`config.mk`:
```
export PLATFORM = sky130hd
export DESIGN_NAME = spo_sync_polarity_output_ctrl
export DESIGN_NICKNAME = d
export VERILOG_FILES = /design/src/design/spo_pkg.sv /design/src/design/spo_invert.sv /design/src/design/spo_sync_polarity_output_ctrl.sv
export SDC_FILE = /design/constraint.sdc
export NUM_CORES = 1
export LEC_CHECK = 0
export BUFFER_PORTS_ARGS = -buffer_cell sky130_fd_sc_hd__clkbuf_2
export CAP_MARGIN = 20
export CORE_MARGIN = 8
export CORE_UTILIZATION = 45
export CTS_CLUSTER_DIAMETER = 40
export CTS_CLUSTER_SIZE = 10
export DETAILED_ROUTE_END_ITERATION = 8
export PLACE_DENSITY_LB_ADDON = 0.25
export SETUP_SLACK_MARGIN = 0.2
export SLEW_MARGIN = 10
export SYNTH_ARGS = -nofsm -noshare
export SYNTH_HDL_FRONTEND = slang
export SYNTH_SLANG_ARGS = --single-unit
export TNS_END_PERCENT = 50
```
`constraint.sdc`:
```
create_clock -name sys_clk -period 2.12 [get_ports sys_clk]
set_clock_uncertainty 0.1 [all_clocks]
set_input_delay 0.424 -clock sys_clk [delete_from_list [all_inputs] [get_ports sys_clk]]
set_output_delay 0.424 -clock sys_clk [all_outputs]
set_load 0.1 [all_outputs]
```
`src/design/spo_pkg.sv`:
```
package spo_pkg;
	// register addresses, lower 16 bits
	localparam logic [15:0] SPO_ADDR_IN_CTRL = 16'hfffc;
	localparam logic [15:0] SPO_ADDR_OUT_CTRL = 16'hfffd;
	localparam logic [7:0] SPO_IN_CTRL_RESET = 8'h00;
	localparam logic [7:0] SPO_OUT_CTRL_RESET = 8'h00;
	localparam logic [7:0] SPO_RDATA_IDLE = 8'h00;

	// input control fields
	localparam int unsigned SPO_BIT_VERT_IN_INV = 0;
	localparam int unsigned SPO_BIT_HORIZ_IN_INV = 1;
	localparam int unsigned SPO_BIT_SPARE_VERT_IN_INV = 2;
	localparam int unsigned SPO_BIT_SPARE_HORIZ_IN_INV = 3;
	localparam int unsigned SPO_BIT_SYNC_CONN_EN = 5;

	// output control fields
	localparam int unsigned SPO_BIT_BLANK_OUT_INV = 0;
	localparam int unsigned SPO_BIT_CLAMP_OUT_INV = 1;
	localparam int unsigned SPO_BIT_VERT_OUT_INV = 2;
	localparam int unsigned SPO_BIT_HORIZ_OUT_INV = 3;
	localparam int unsigned SPO_BIT_BLANK_OUT_EN = 4;
	localparam int unsigned SPO_BIT_CLAMP_OUT_EN = 5;
	localparam int unsigned SPO_BIT_VERT_OUT_EN = 6;
	localparam int unsigned SPO_BIT_HORIZ_OUT_EN = 7;

	// operating modes
	localparam logic [1:0] SPO_MODE_EXP_NOROM = 2'h1;

	typedef struct packed {
		logic spare_horiz;
		logic spare_vert;
		logic composite;
		logic horiz;
		logic vert;
	} spo_sync_in_t;

	typedef struct packed {
		logic horiz;
		logic vert;
		logic clamp;
		logic blank;
	} spo_sync_src_t;
endpackage

```
`src/design/spo_invert.sv`:
```
`timescale 1ns/1ps
`default_nettype none
module spo_invert #(
	parameter int WIDTH = 4
) (
	// data and per-bit invert select
	input wire logic [WIDTH-1:0] din,
	input wire logic [WIDTH-1:0] inv,
	output logic [WIDTH-1:0] dout
);
	assign dout = din ^ inv;
endmodule
`default_nettype wire

```
`src/design/spo_sync_polarity_output_ctrl.sv`:
```
`timescale 1ns/1ps
`default_nettype none
//Behaviour
// - spare vertical input inverted by bit 2
// - bit 1 inverts horizontal and composite inputs
// - vertical input inverted by bit 0
// - output register 8-bit rw, cleared reset/standby
// - disabled output leaves pin to port/timer
// - output enables never touch input functions
// - bit 7 puts horizontal sync on pin
// - bit 6 puts vertical sync on pin
// - bit 5 puts clamp wave on pin
// - blank enable in mode 1 gives address
// - blank enable in modes 2/3 drives blank
// - bit 3 inverts horizontal output
// - bit 2 inverts vertical output
// - bit 1 inverts selected clamp source
// - bit 0 inverts blanking output
// - spare horizontal input inverted by bit 3
module spo_sync_polarity_output_ctrl
	import spo_pkg::*;
(
	// clock and reset
	input wire logic sys_clk,
	input wire logic reset_n,
	input wire logic hw_standby,
	// chip mode
	input wire logic [1:0] op_mode,
	input wire logic host_interface_enable,
	// register port
	input wire logic [15:0] reg_addr,
	input wire logic reg_wr,
	input wire logic reg_rd,
	input wire logic [7:0] reg_wdata,
	output logic [7:0] reg_rdata,
	// input sync pins and internal results
	input wire spo_sync_in_t sync_pins_in,
	output spo_sync_in_t sync_in_int,
	output logic sync_connection_enable,
	output logic [7:0] sync_input_connect_ctrl,
	// internal output sources
	input wire spo_sync_src_t sync_src,
	// alternate pin functions
	input wire spo_sync_src_t alt_out,
	input wire spo_sync_src_t alt_oe,
	input wire logic address_bit_fifteen,
	// shared output pins
	output spo_sync_src_t pin_out,
	output spo_sync_src_t pin_oe
);
	logic [7:0] sync_output_connect_ctrl;
	logic acc_ok;
	logic [4:0] in_inv;
	logic [4:0] in_raw;
	logic [4:0] in_fix;
	logic [3:0] out_raw;
	logic [3:0] out_fix;
	spo_sync_src_t wave;
	logic blank_is_addr;

	assign acc_ok = !host_interface_enable;

	// register file
	always_ff @(posedge sys_clk or negedge reset_n) begin
		if (!reset_n) begin
			sync_input_connect_ctrl <= SPO_IN_CTRL_RESET;
		end else if (hw_standby) begin
			sync_input_connect_ctrl <= SPO_IN_CTRL_RESET;
		end else if (reg_wr && acc_ok && reg_addr == SPO_ADDR_IN_CTRL) begin
			sync_input_connect_ctrl <= reg_wdata;
		end
	end

	always_ff @(posedge sys_clk or negedge reset_n) begin
		if (!reset_n) begin
			sync_output_connect_ctrl <= SPO_OUT_CTRL_RESET;
		end else if (hw_standby) begin
			sync_output_connect_ctrl <= SPO_OUT_CTRL_RESET;
		end else if (reg_wr && acc_ok && reg_addr == SPO_ADDR_OUT_CTRL) begin
			sync_output_connect_ctrl <= reg_wdata;
		end
	end

	always_ff @(posedge sys_clk or negedge reset_n) begin
		if (!reset_n) begin
			reg_rdata <= SPO_RDATA_IDLE;
		end else if (!(reg_rd && acc_ok)) begin
			reg_rdata <= SPO_RDATA_IDLE;
		end else if (reg_addr == SPO_ADDR_IN_CTRL) begin
			reg_rdata <= sync_input_connect_ctrl;
		end else if (reg_addr == SPO_ADDR_OUT_CTRL) begin
			reg_rdata <= sync_output_connect_ctrl;
		end else begin
			reg_rdata <= SPO_RDATA_IDLE;
		end
	end

	assign sync_connection_enable = sync_input_connect_ctrl[SPO_BIT_SYNC_CONN_EN];

	// input polarity
	assign in_inv = {
		sync_input_connect_ctrl[SPO_BIT_SPARE_HORIZ_IN_INV],
		sync_input_connect_ctrl[SPO_BIT_SPARE_VERT_IN_INV],
		sync_input_connect_ctrl[SPO_BIT_HORIZ_IN_INV],
		sync_input_connect_ctrl[SPO_BIT_HORIZ_IN_INV],
		sync_input_connect_ctrl[SPO_BIT_VERT_IN_INV]
	};
	assign in_raw = sync_pins_in;
	assign sync_in_int = in_fix;

	spo_invert #(.WIDTH(5)) u_in_inv (
		.din(in_raw),
		.inv(in_inv),
		.dout(in_fix)
	);

	// output polarity
	assign out_raw = sync_src;
	assign wave = out_fix;

	spo_invert #(.WIDTH(4)) u_out_inv (
		.din(out_raw),
		.inv(sync_output_connect_ctrl[SPO_BIT_HORIZ_OUT_INV:SPO_BIT_BLANK_OUT_INV]),
		.dout(out_fix)
	);

	assign blank_is_addr = (op_mode == SPO_MODE_EXP_NOROM);

	// pin multiplexing
	always_comb begin
		pin_out = alt_out;
		pin_oe = alt_oe;
		if (sync_output_connect_ctrl[SPO_BIT_HORIZ_OUT_EN]) begin
			pin_out.horiz = wave.horiz;
			pin_oe.horiz = 1'b1;
		end
		if (sync_output_connect_ctrl[SPO_BIT_VERT_OUT_EN]) begin
			pin_out.vert = wave.vert;
			pin_oe.vert = 1'b1;
		end
		if (sync_output_connect_ctrl[SPO_BIT_CLAMP_OUT_EN]) begin
			pin_out.clamp = wave.clamp;
			pin_oe.clamp = 1'b1;
		end
		if (sync_output_connect_ctrl[SPO_BIT_BLANK_OUT_EN]) begin
			pin_oe.blank = 1'b1;
			if (blank_is_addr) begin
				pin_out.blank = address_bit_fifteen;
			end else begin
				pin_out.blank = wave.blank;
			end
		end
	end
endmodule
`default_nettype wire

```
==> results of run 1 <==
-- per-layer routing --
metal  vias up  global-route usage
li1        608                   -
met4         0             0.05882
met5         -                   0
met2        56              0.3101
met1       612              0.1896
met3         2             0.03273
-- power breakdown --
group | leakage, nW | total [mW] | internal [mW] | switching, mW
clock network | 0.0210 | 0.236 | 0.105 | 0.131
registers | 0.327 | 0.458 | 0.458 | 0.00000189
logic | 0.586 | 0.240 | 0.0802 | 0.160
-- sequential cells by signal, summed over array words and instances, names as in the netlist --
register and cells:
reg_rdata 8, sync_input_connect_ctrl 8, sync_output_connect_ctrl 8
-- synth_stat cells --
cell type and n:
mux2_2 1, buf_2 1, o21ai_0 16, nor4_2 1, a21oi_1 20, xor2_1 5
dfrtp_1 24, or2_2 4, a31o_2 1, inv_1 1, buf_4 1, xnor2_1 4
nand3_1 17, nor2_1 3, or3b_2 1, a22o_1 8, clkbuf_1 5, nand4b_4 1
nand4_1 2, nor4b_4 1, buf_1 2, or4_1 1, and4b_1 1, and3b_1 1
nor3b_1 1, nand3b_1 1
-- layout make-up --
cell class,count,area (um2),area share
Inverter,1,3.754,0.001952
Sequential cell,24,606.8,0.3156
Clock buffer,4,36.28,0.01887
Tap cell,31,38.79,0.02017
Timing Repair Buffer,84,513.0,0.2668
Multi-Input combinational cell,90,724.4,0.3767
-- critical path, stage by stage, from the launching register on --
cell     delay [ns]
dfrtp_1        0.42
xnor2_1        0.14
a21oi_1        0.05
a31o_2         0.21
mux2_4         0.27
buf_12         0.17
-- stage by stage --
| stage | TNS [ns] | utilization |
|---|---|---|
| floorplan | 0 | - |
| global placement | 0 | 0.6903 |
| detailed placement | 0 | 0.6903 |
| CTS | 0 | 0.7117 |
| global route | -0.09284 | 0.7159 |
| finish | 0 | 0.7159 |
-- worst paths after layout --
path                                                              start                                      end  slack, ns  cells after the start
worst max-delay path            sync_output_connect_ctrl[0]$_DFFE_PN0P_                               pin_out[0]       0.03                      5
worst min-delay path                                            reset_n                   reg_rdata[6]$_DFF_PN0_      -0.02                      1
worst max register to register   sync_input_connect_ctrl[1]$_DFFE_PN0P_   sync_input_connect_ctrl[1]$_DFFE_PN0P_       1.14                      2
worst min register to register   sync_input_connect_ctrl[7]$_DFFE_PN0P_                   reg_rdata[7]$_DFF_PN0_       0.44                      1
max in group asynchronous                                       reset_n   sync_input_connect_ctrl[0]$_DFFE_PN0P_       1.53                      1
min in group sys_clk                                       reg_wdata[2]  sync_output_connect_ctrl[2]$_DFFE_PN0P_       0.25                      3
-- cell families after synthesis --
| family | after synthesis | share of synthesized area |
|---|---|---|
| xor gates and xnor gates | 9 | 0.06376 |
| AOI/OAI and AO/OA | 45 | 0.2095 |
| buffers and inverters | 10 | 0.03441 |
| muxes | 1 | 0.009109 |
| DFF | 24 | 0.4858 |
| and+or+nand+nor | 35 | 0.1974 |
-- what timing repair did --
| action | CTS | global route |
|---|---|---|
| endpoints found under the hold margin | 0 | 0 |
| pin swaps | 1 | 0 |
| resized for setup | 5 | 13 |
| setup buffers | 1 | 0 |
| setup endpoints to repair | 10 | 8 |
==> results.sh, run 1 <==
export IMPL_worst_slack_ns=0.02730
export IMPL_io_buffers=79
export IMPL_vias=1278
export IMPL_placed_cell_area_um2=1854
export IMPL_layout_common_cells="66 x clkbuf_2, 19 x dfrtp_1, 17 x nand3_1, 17 x a21oi_1, 16 x o21ai_0"
export IMPL_yosys_top_cells_area="dfrtp_1 49%, a21oi_1 8.1%, nand3_1 6.9%, o21ai_0 6.5%, a22o_1 5.7%"
export IMPL_grt_pass1_wl_mm=6.127
export IMPL_slew_headroom=0.6189
export IMPL_violations="hold timing"
export IMPL_power_density_nw_per_um2=485.4
export IMPL_via_per_inst=5.462
export IMPL_post_place_cells=229
export IMPL_coreArea_um2=2686
export IMPL_ios=80
export IMPL_antenna_found_initial=0
export IMPL_nNetsFinal=254
export IMPL_die_area_um2=4680
export IMPL_numCtsBuffers=3
export IMPL_cts_tree="built"
export IMPL_final_common_cell="clkbuf_2"
export IMPL_min_path_type="input port to asynchronous set/reset pin"
export IMPL_stdcell_area_um2=1923
export IMPL_start_kind="flip-flop"
export IMPL_max_cap_viol_count=0
export IMPL_power_leakage_nw=0.9340
export IMPL_wl_met2_mm=2.091
export IMPL_endpoint_kind="output port"
export IMPL_area_delta_synth_final_pct=55.57
export IMPL_rsz0062_at_grt="true"
export IMPL_synthCells=124
export IMPL_synth_cell_type_count=26
export IMPL_wl_mm=3.821
export IMPL_finalCriticalPeriod_ns=2.093
export IMPL_clockRootBuffer="clkbuf_4"
export IMPL_finalSetupViolations=0
export IMPL_rows=19
export IMPL_drt_iter0_drc=23
export IMPL_place_gp_congestion=0.7727
export IMPL_criticalPathCategory="flip-flop to output port"
export IMPL_synth_fp_nets=174
export IMPL_htree_levels=1
export IMPL_slew_violations=0
export IMPL_ys_ff_latch=24
export IMPL_synth_top_area_cell="dfrtp_1"
export IMPL_crit_arrival_ns=1.57
export IMPL_die_y_um=68.41
export IMPL_clk_insertion_delay_late_ns=0.30
export IMPL_run_status="complete, but fails checks"
export IMPL_totalPowerFinal_mw=0.9334
export IMPL_wl_met1_mm=1.368
export IMPL_wl_per_cell_um=16.33
export IMPL_path_clk_slew_ns=0.13
export IMPL_holdBufCountCts=0
export IMPL_grt_max_degree=25
export IMPL_first_pass_iters=4
export IMPL_n_fill_cell=223
export IMPL_die_w_um=68.41
export IMPL_grt_overflow=0
export IMPL_worstPathRequired_ns=1.60
export IMPL_post_route_period_util=0.9871
export IMPL_fin_cells=234
export IMPL_ys_seq_area_frac=0.4858
export IMPL_met3WireLength_um=329
export IMPL_clock_fmax_mhz=477.9
export IMPL_syn_area_um2=1236
export IMPL_yosys_warnings=0
export IMPL_dp_slack_ns=0.1066
export IMPL_start_util=0.4602
export IMPL_peakVddDrop_mv=0.3009
export IMPL_final_hold_violation_count=24
export IMPL_drc=0
export IMPL_cts_max_path_buffers=2
export IMPL_hold_slack_ns=-0.01606
export IMPL_grt_usage=0.1694
export IMPL_grt_pass1_vias=1367
export IMPL_yosys_area_top_type_share=0.4858
export IMPL_worst_slew_pin_slew_ns=0.5717
export IMPL_hpwl_mm=3.103
export IMPL_syn_mean_instance_area_um2=9.969
export IMPL_top_layer="met4"
export IMPL_drive_gt1_frac=0.5468
export IMPL_ant_nets=0
export IMPL_crit_fanout=2
export IMPL_num_antenna_cells=0
export IMPL_cts_sinks=24
(Power assumes the default switching activity.)
==> inputs of run 2 (changes only) <==
--- a/config.mk
+++ b/config.mk
@@ -12,10 +12,12 @@
 export CTS_CLUSTER_DIAMETER = 40
 export CTS_CLUSTER_SIZE = 10
 export DETAILED_ROUTE_END_ITERATION = 8
+export GPL_TIMING_DRIVEN = 0
 export PLACE_DENSITY_LB_ADDON = 0.25
 export SETUP_SLACK_MARGIN = 0.2
 export SLEW_MARGIN = 10
 export SYNTH_ARGS = -nofsm -noshare
 export SYNTH_HDL_FRONTEND = slang
+export SYNTH_HIERARCHICAL = 1
 export SYNTH_SLANG_ARGS = --single-unit
 export TNS_END_PERCENT = 50
==> run 2 against run 1 <==
  * Flip-flop and latch count is the same
  * Worst setup slack improved by 0.14 ns
  * Power shrank 2.6%
  * Combinational power about the same
  * Utilization up 2.2 points
  * Wire length up 12%
  * The run now ends clean
  * Die area decreased by 0.69%
  * Cell count up 4.3%
  * First-iteration DRC count rose to 2.5 times the previous value
  * Non-clock buffer count up 13
  * Register-to-register slack gained 0.02 ns
  * Largest power group unchanged
==> results.sh, run 2 <==
export IMPL_worst_slew_pin_slew_ns=1.140
export IMPL_syn_mean_instance_area_um2=10.12
export IMPL_yosys_warnings=6
export IMPL_yosys_top_cells_area="dfrtp_1 49%, a21oi_1 6.9%, nand3_1 6.9%, o21ai_0 6.5%, xor2_1 6.4%"
export IMPL_crit_fanout=4
export IMPL_drc=0
export IMPL_synth_fp_nets=171
export IMPL_synth_cell_type_count=25
export IMPL_multiInputGateArea_um2=706.9
export IMPL_placed_cell_area_um2=1764
export IMPL_htree_levels=1
export IMPL_synth_top_area_cell="dfrtp_1"
export IMPL_clk_insertion_delay_late_ns=0.32
export IMPL_grt_overflow=0
export IMPL_via_per_inst=5.648
export IMPL_nNetsFinal=264
export IMPL_min_from="reg_wdata[6]"
export IMPL_stdcell_area_um2=1964
export IMPL_rrSetupSlack_ns=1.16
export IMPL_hold_slack_ns=0.2340
export IMPL_r2r_end="sync_input_connect_ctrl[1]$_DFFE_PN0P_"
export IMPL_regToRegStartpoint="sync_input_connect_ctrl[1]$_DFFE_PN0P_"
export IMPL_num_antenna_cells=0
export IMPL_hold_depth=3
export IMPL_n_fill_cell=210
export IMPL_die_area_um2=4648
export IMPL_regArea_um2=605.6
export IMPL_clockRootBuffer="clkbuf_4"
export IMPL_ant_nets=0
export IMPL_ys_flop_type="dfrtp_1"
export IMPL_hpwl_mm=3.144
export IMPL_rr_worst_depth=2
export IMPL_rows=19
export IMPL_synth_common_cells="24 x dfrtp_1, 17 x a21oi_1, 17 x nand3_1"
export IMPL_path_clk_slew_ns=0.13
export IMPL_finalCriticalPeriod_ns=1.954
export IMPL_layout_common_cells="69 x clkbuf_2, 20 x dfrtp_1, 17 x nand3_1, 16 x o21ai_0, 16 x a21oi_1"
export IMPL_finalSetupViolations=0
export IMPL_wl_per_cell_um=17.55
export IMPL_cts_sinks=24
export IMPL_io_buffers=78
export IMPL_ys_async_sr_fraction=1.000
export IMPL_peakVddDrop_mv=0.3311
export IMPL_synth_edf_count=0
export IMPL_crit_arrival_ns=1.43
export IMPL_ys_seq_area_frac=0.4903
export IMPL_power_leakage_nw=0.9842
export IMPL_endpoint_kind="output port"
export IMPL_grt_pass1_wl_mm=6.499
export IMPL_cts_max_path_buffers=2
export IMPL_rsz0062_at_grt="true"
export IMPL_slew_violations=0
export IMPL_holdPathEnd="sync_input_connect_ctrl[6]$_DFFE_PN0P_"
export IMPL_numCtsBuffers=3
export IMPL_ys_ff_latch=24
export IMPL_post_place_cells=230
export IMPL_clock_fmax_mhz=511.8
export IMPL_setup_tns_ns=0
export IMPL_coreArea_um2=2663
export IMPL_synth_most_common_cell="dfrtp_1"
export IMPL_grt_max_degree=25
export IMPL_max_cap_viol_count=0
export IMPL_run_status="complete, no violations"
export IMPL_cts_tree="built"
export IMPL_place_gp_congestion=0.7820
export IMPL_die_y_um=68.18
export IMPL_min_path_type="input port to flip-flop"
export IMPL_start_util=0.4601
export IMPL_grt_pass1_vias=1386
export IMPL_power_density_nw_per_um2=462.7
export IMPL_area_delta_synth_final_pct=60.37
export IMPL_synthCells=121
export IMPL_wl_mm=4.282
export IMPL_ios=80
export IMPL_die_w_um=68.18
export IMPL_fin_cells=244
export IMPL_start_kind="flip-flop"
export IMPL_vias=1378
export IMPL_largestRegisters="reg_rdata (8), sync_input_connect_ctrl (8), sync_output_connect_ctrl (8)"
export IMPL_first_pass_iters=4
export IMPL_totalPowerFinal_mw=0.9088
export IMPL_drt_iter0_drc=58
export IMPL_criticalPathCategory="flip-flop to output port"
export IMPL_final_hold_violation_count=0
export IMPL_syn_area_um2=1225
export IMPL_drive_gt1_frac=0.5305
export IMPL_final_common_cell="clkbuf_2"
export IMPL_slew_headroom=0.2386
export IMPL_post_route_period_util=0.9217
export IMPL_yosys_area_top_type_share=0.4903
export IMPL_antenna_found_initial=0
export IMPL_worstPathRequired_ns=1.60
export IMPL_grt_usage=0.1857
## run 2: cell types whose count changed in the layout (fill, tap and decap cells not counted), moves of 2 or more
cell       previous run  this run
nor2_1                3         1
a21oi_4               3         1
clkbuf_2             66        69
buf_4                 8        13
clkbuf_4              8         6
clkbuf_1              0         5
xor2_1                0         4
buf_1                 0         2
xnor2_1               4         0
buf_12                4         1
clkbuf_16             0         2
## run 2: cell families (layout without fill, tap and decap cells)
group           after synthesis  in the layout  share of synthesized area
compound gates               41             41                     0.1920
simple gates                 34             34                     0.1859
flops                        24             24                     0.4903
xor+xnor                      9              9                    0.06435
buf+inv                       9            101                    0.03167
mux                           4              4                    0.03575
## run 2: metal layers
metal | share of wire | vias up | track usage
met5 | 0 | - | 0
met4 | 0.030 | 0 | 0.08951
met3 | 0.10 | 11 | 0.04255
met2 | 0.52 | 92 | 0.3212
met1 | 0.34 | 650 | 0.2110
li1 | - | 625 | -
## run 2: metrics by stage
stage | setup slack [ns] | util
after global placement | -0.2051 | 0.6626
after CTS | 0.1143 | 0.7190
after global routing | 0.1015 | 0.7378
after detailed placement | -0.2693 | 0.6626
after floorplan | 0.1830 | -
final | 0.1660 | 0.7378
## run 2: worst max-delay path by stage
| stage | from | to | slack [ns] | cells after the start |
|---|---|---|---|---|
| floorplan | reg_addr[1] | reg_rdata[5]$_DFF_PN0_ | 0.18 | 5 |
| global placement | reg_addr[1] | reg_rdata[4]$_DFF_PN0_ | -0.21 | 6 |
| detailed placement | reg_addr[1] | reg_rdata[7]$_DFF_PN0_ | -0.27 | 6 |
| CTS | sync_input_connect_ctrl[1]$_DFFE_PN0P_ | sync_in_int[1] | 0.11 | 2 |
| global route | sync_input_connect_ctrl[0]$_DFFE_PN0P_ | sync_in_int[0] | 0.10 | 2 |
| finish | sync_input_connect_ctrl[0]$_DFFE_PN0P_ | sync_in_int[0] | 0.17 | 2 |
## run 2: final cells by class
type | instances | area share
Sequential cell | 24 | 0.3083
Multi-Input combinational cell | 88 | 0.3599
Timing Repair Buffer | 88 | 0.2783
Tap cell | 31 | 0.01975
Clock buffer | 4 | 0.01338
Buffer | 9 | 0.02038
## run 2: what timing repair did
item | 4_1_cts | 5_1_grt
resized for setup | 14 | 17
hold endpoints to repair | 9 | 0
buffers inserted | 5 | 4
setup endpoints to repair | 26 | 31
hold buffers | 1 | 0
pin swaps | 1 | 3
## run 2: report_power, final
part	switching, mW	total [mW]	internal [mW]
logic	0.159	0.237	0.0780
clock network	0.141	0.214	0.0737
registers	0.00000175	0.458	0.458
total	0.299	0.909	0.609
## run 2: critical path, stage by stage (launching register included)
cell and delay [ns]:
dfrtp_2 0.48, xor2_4 0.16, clkbuf_2 0.46
==> inputs of run 3 (changes only) <==
--- a/config.mk
+++ b/config.mk
@@ -13,7 +13,7 @@
 export CTS_CLUSTER_SIZE = 10
 export DETAILED_ROUTE_END_ITERATION = 8
 export GPL_TIMING_DRIVEN = 0
-export PLACE_DENSITY_LB_ADDON = 0.25
+export PLACE_DENSITY = 0.85
 export SETUP_SLACK_MARGIN = 0.2
 export SLEW_MARGIN = 10
 export SYNTH_ARGS = -nofsm -noshare
==> run 3 against run 2 <==
  * Flip-flop and latch count stayed put
  * Non-clock buffer count unchanged
  * Clock power increased by 64%
  * Global-route usage is 0.18 points lower
  * Register-to-register slack got worse by 0.14 ns
  * Critical path depth is 2 higher
  * Critical path type unchanged
==> results.sh, run 3 (synthesized netlist as in run 2, its figures left out) <==
export IMPL_via_per_inst=5.730
export IMPL_cts_max_path_buffers=2
export IMPL_area_delta_synth_final_pct=64.05
export IMPL_die_y_um=68.18
export IMPL_drt_iter0_drc=58
export IMPL_vias=1398
export IMPL_wl_met1_mm=1.466
export IMPL_largestRegisters="reg_rdata (8), sync_input_connect_ctrl (8), sync_output_connect_ctrl (8)"
export IMPL_criticalPathCategory="flip-flop to output port"
export IMPL_fin_cells=244
export IMPL_start_util=0.4601
export IMPL_start_kind="flip-flop"
export IMPL_ios=80
export IMPL_grt_pass1_vias=1464
export IMPL_final_hold_violation_count=0
export IMPL_path_clk_slew_ns=0.15
export IMPL_cts_sinks=24
export IMPL_final_common_cell="clkbuf_2"
export IMPL_worstPathRequired_ns=1.60
export IMPL_power_density_nw_per_um2=521.6
export IMPL_hold_slack_ns=0.2108
export IMPL_htree_levels=1
export IMPL_stdcell_area_um2=2009
export IMPL_drc=0
export IMPL_first_pass_iters=4
export IMPL_hpwl_mm=3.087
export IMPL_cts_tree="built"
export IMPL_finalSetupViolations=0
export IMPL_numCtsBuffers=3
export IMPL_peakVddDrop_mv=0.5285
export IMPL_grt_overflow=0
export IMPL_crit_slowest_cell="dfrtp_1"
export IMPL_post_place_cells=230
export IMPL_drive_gt1_frac=0.5352
export IMPL_place_gp_congestion=0.8475
export IMPL_grt_max_degree=25
export IMPL_die_w_um=68.18
export IMPL_dp_slack_ns=-0.2829
export IMPL_layout_common_cells="66 x clkbuf_2, 20 x dfrtp_1, 17 x nand3_1, 16 x o21ai_0, 16 x a21oi_1"
export IMPL_slew_headroom=0.3649
export IMPL_wl_mm=4.333
export IMPL_cp_top_family="flip-flops"
export IMPL_grt_pass1_wl_mm=6.465
export IMPL_die_area_um2=4648
export IMPL_post_route_util=0.7547
export IMPL_slew_violations=0
export IMPL_top_layer="met4"
export IMPL_wl_met2_mm=2.193
export IMPL_run_status="complete, no violations"
export IMPL_clk_insertion_delay_late_ns=0.34
export IMPL_coreArea_um2=2663
export IMPL_antenna_found_initial=0
export IMPL_totalPowerFinal_mw=1.048
export IMPL_ant_nets=0
export IMPL_rows=19
export IMPL_clockRootBuffer="clkbuf_4"
export IMPL_placed_cell_area_um2=1764
export IMPL_post_route_period_util=0.9241
export IMPL_grt_usage=0.1838
export IMPL_rsz0062_at_grt="true"
export IMPL_crit_fanout=3
export IMPL_io_buffers=78
export IMPL_min_path_type="input port to flip-flop"
export IMPL_endpoint_kind="output port"
export IMPL_clock_fmax_mhz=510.5
export IMPL_nNetsFinal=264
export IMPL_met3WireLength_um=525
export IMPL_crit_arrival_ns=1.44
export IMPL_finalCriticalPeriod_ns=1.959
export IMPL_wl_per_cell_um=17.76
export IMPL_num_antenna_cells=0
export IMPL_setup_tns_ns=0
export IMPL_critPathMaxStageDelay_ns=0.43
export IMPL_max_cap_viol_count=0
export IMPL_path_cells="xor2_1, mux2i_1, a21oi_4, buf_12"
export IMPL_worst_slew_pin_slew_ns=0.9506
export IMPL_path_buf_inv=1
export IMPL_power_leakage_nw=1.003
export IMPL_worst_slack_ns=0.1610
run 3: cell count changes in the layout (fill, tap and decap cells not counted):
cell       change
bufinv_16      +1
clkbuf_1       -1
clkbuf_16      +1
clkbuf_2       -3
clkbuf_4       +3
clkbuf_8       -1
run 3: layer usage:
metal | GRT usage | vias up
li1 | - | 627
met1 | 0.1959 | 649
met2 | 0.3189 | 108
met3 | 0.03601 | 14
met4 | 0.1304 | 0
met5 | 0 | -
run 3: what timing repair did:
action	in CTS	in global routing
cloned	0	0
endpoints found under the setup margin	30	29
endpoints found under the hold margin	24	0
hold buffers	1	0
pin swaps	1	5
buffers inserted	5	4
resized for setup	16	21
run 3: worst paths after layout:
path / from / endpoint / slack, ns / cells after the start
worst max register to register: sync_output_connect_ctrl[1]$_DFFE_PN0P_ / reg_rdata[1]$_DFF_PN0_ / 1.02 / 3
worst min register to register: sync_input_connect_ctrl[6]$_DFFE_PN0P_ / reg_rdata[6]$_DFF_PN0_ / 0.44 / 1
min in group asynchronous: reset_n / reg_rdata[3]$_DFF_PN0_ / 0.53 / 2
worst min-delay path: reg_wdata[3] / sync_input_connect_ctrl[3]$_DFFE_PN0P_ / 0.21 / 3
worst max-delay path: sync_output_connect_ctrl[0]$_DFFE_PN0P_ / pin_out[0] / 0.16 / 4
max in group asynchronous: reset_n / sync_input_connect_ctrl[1]$_DFFE_PN0P_ / 0.95 / 2
run 3: worst reg2reg max path: cells and delay by family, from the launching register on:
family / cells / cell delay (ns)
flip-flops: 1 / 0.44
AO/OA/AOI/OAI: 1 / 0.20
buffers and inverters: 2 / 0.26
run 3: cell type report:
class | instances | area (um2)
repair buffers | 88 | 565.5
plain buffers | 9 | 40.04
well taps | 31 | 38.79
flip-flops and latches | 24 | 605.6
multi-input cells | 88 | 706.9
clock buffers | 3 | 22.52
clock inverters | 1 | 30.03
fillers | 200 | 653.1
run 3: report_power, final:
| part | internal, mW | leakage, nW | switching [mW] |
|---|---|---|---|
| logic | 0.0811 | 0.647 | 0.158 |
| clock network | 0.192 | 0.0279 | 0.160 |
| registers | 0.458 | 0.329 | 0.00000180 |
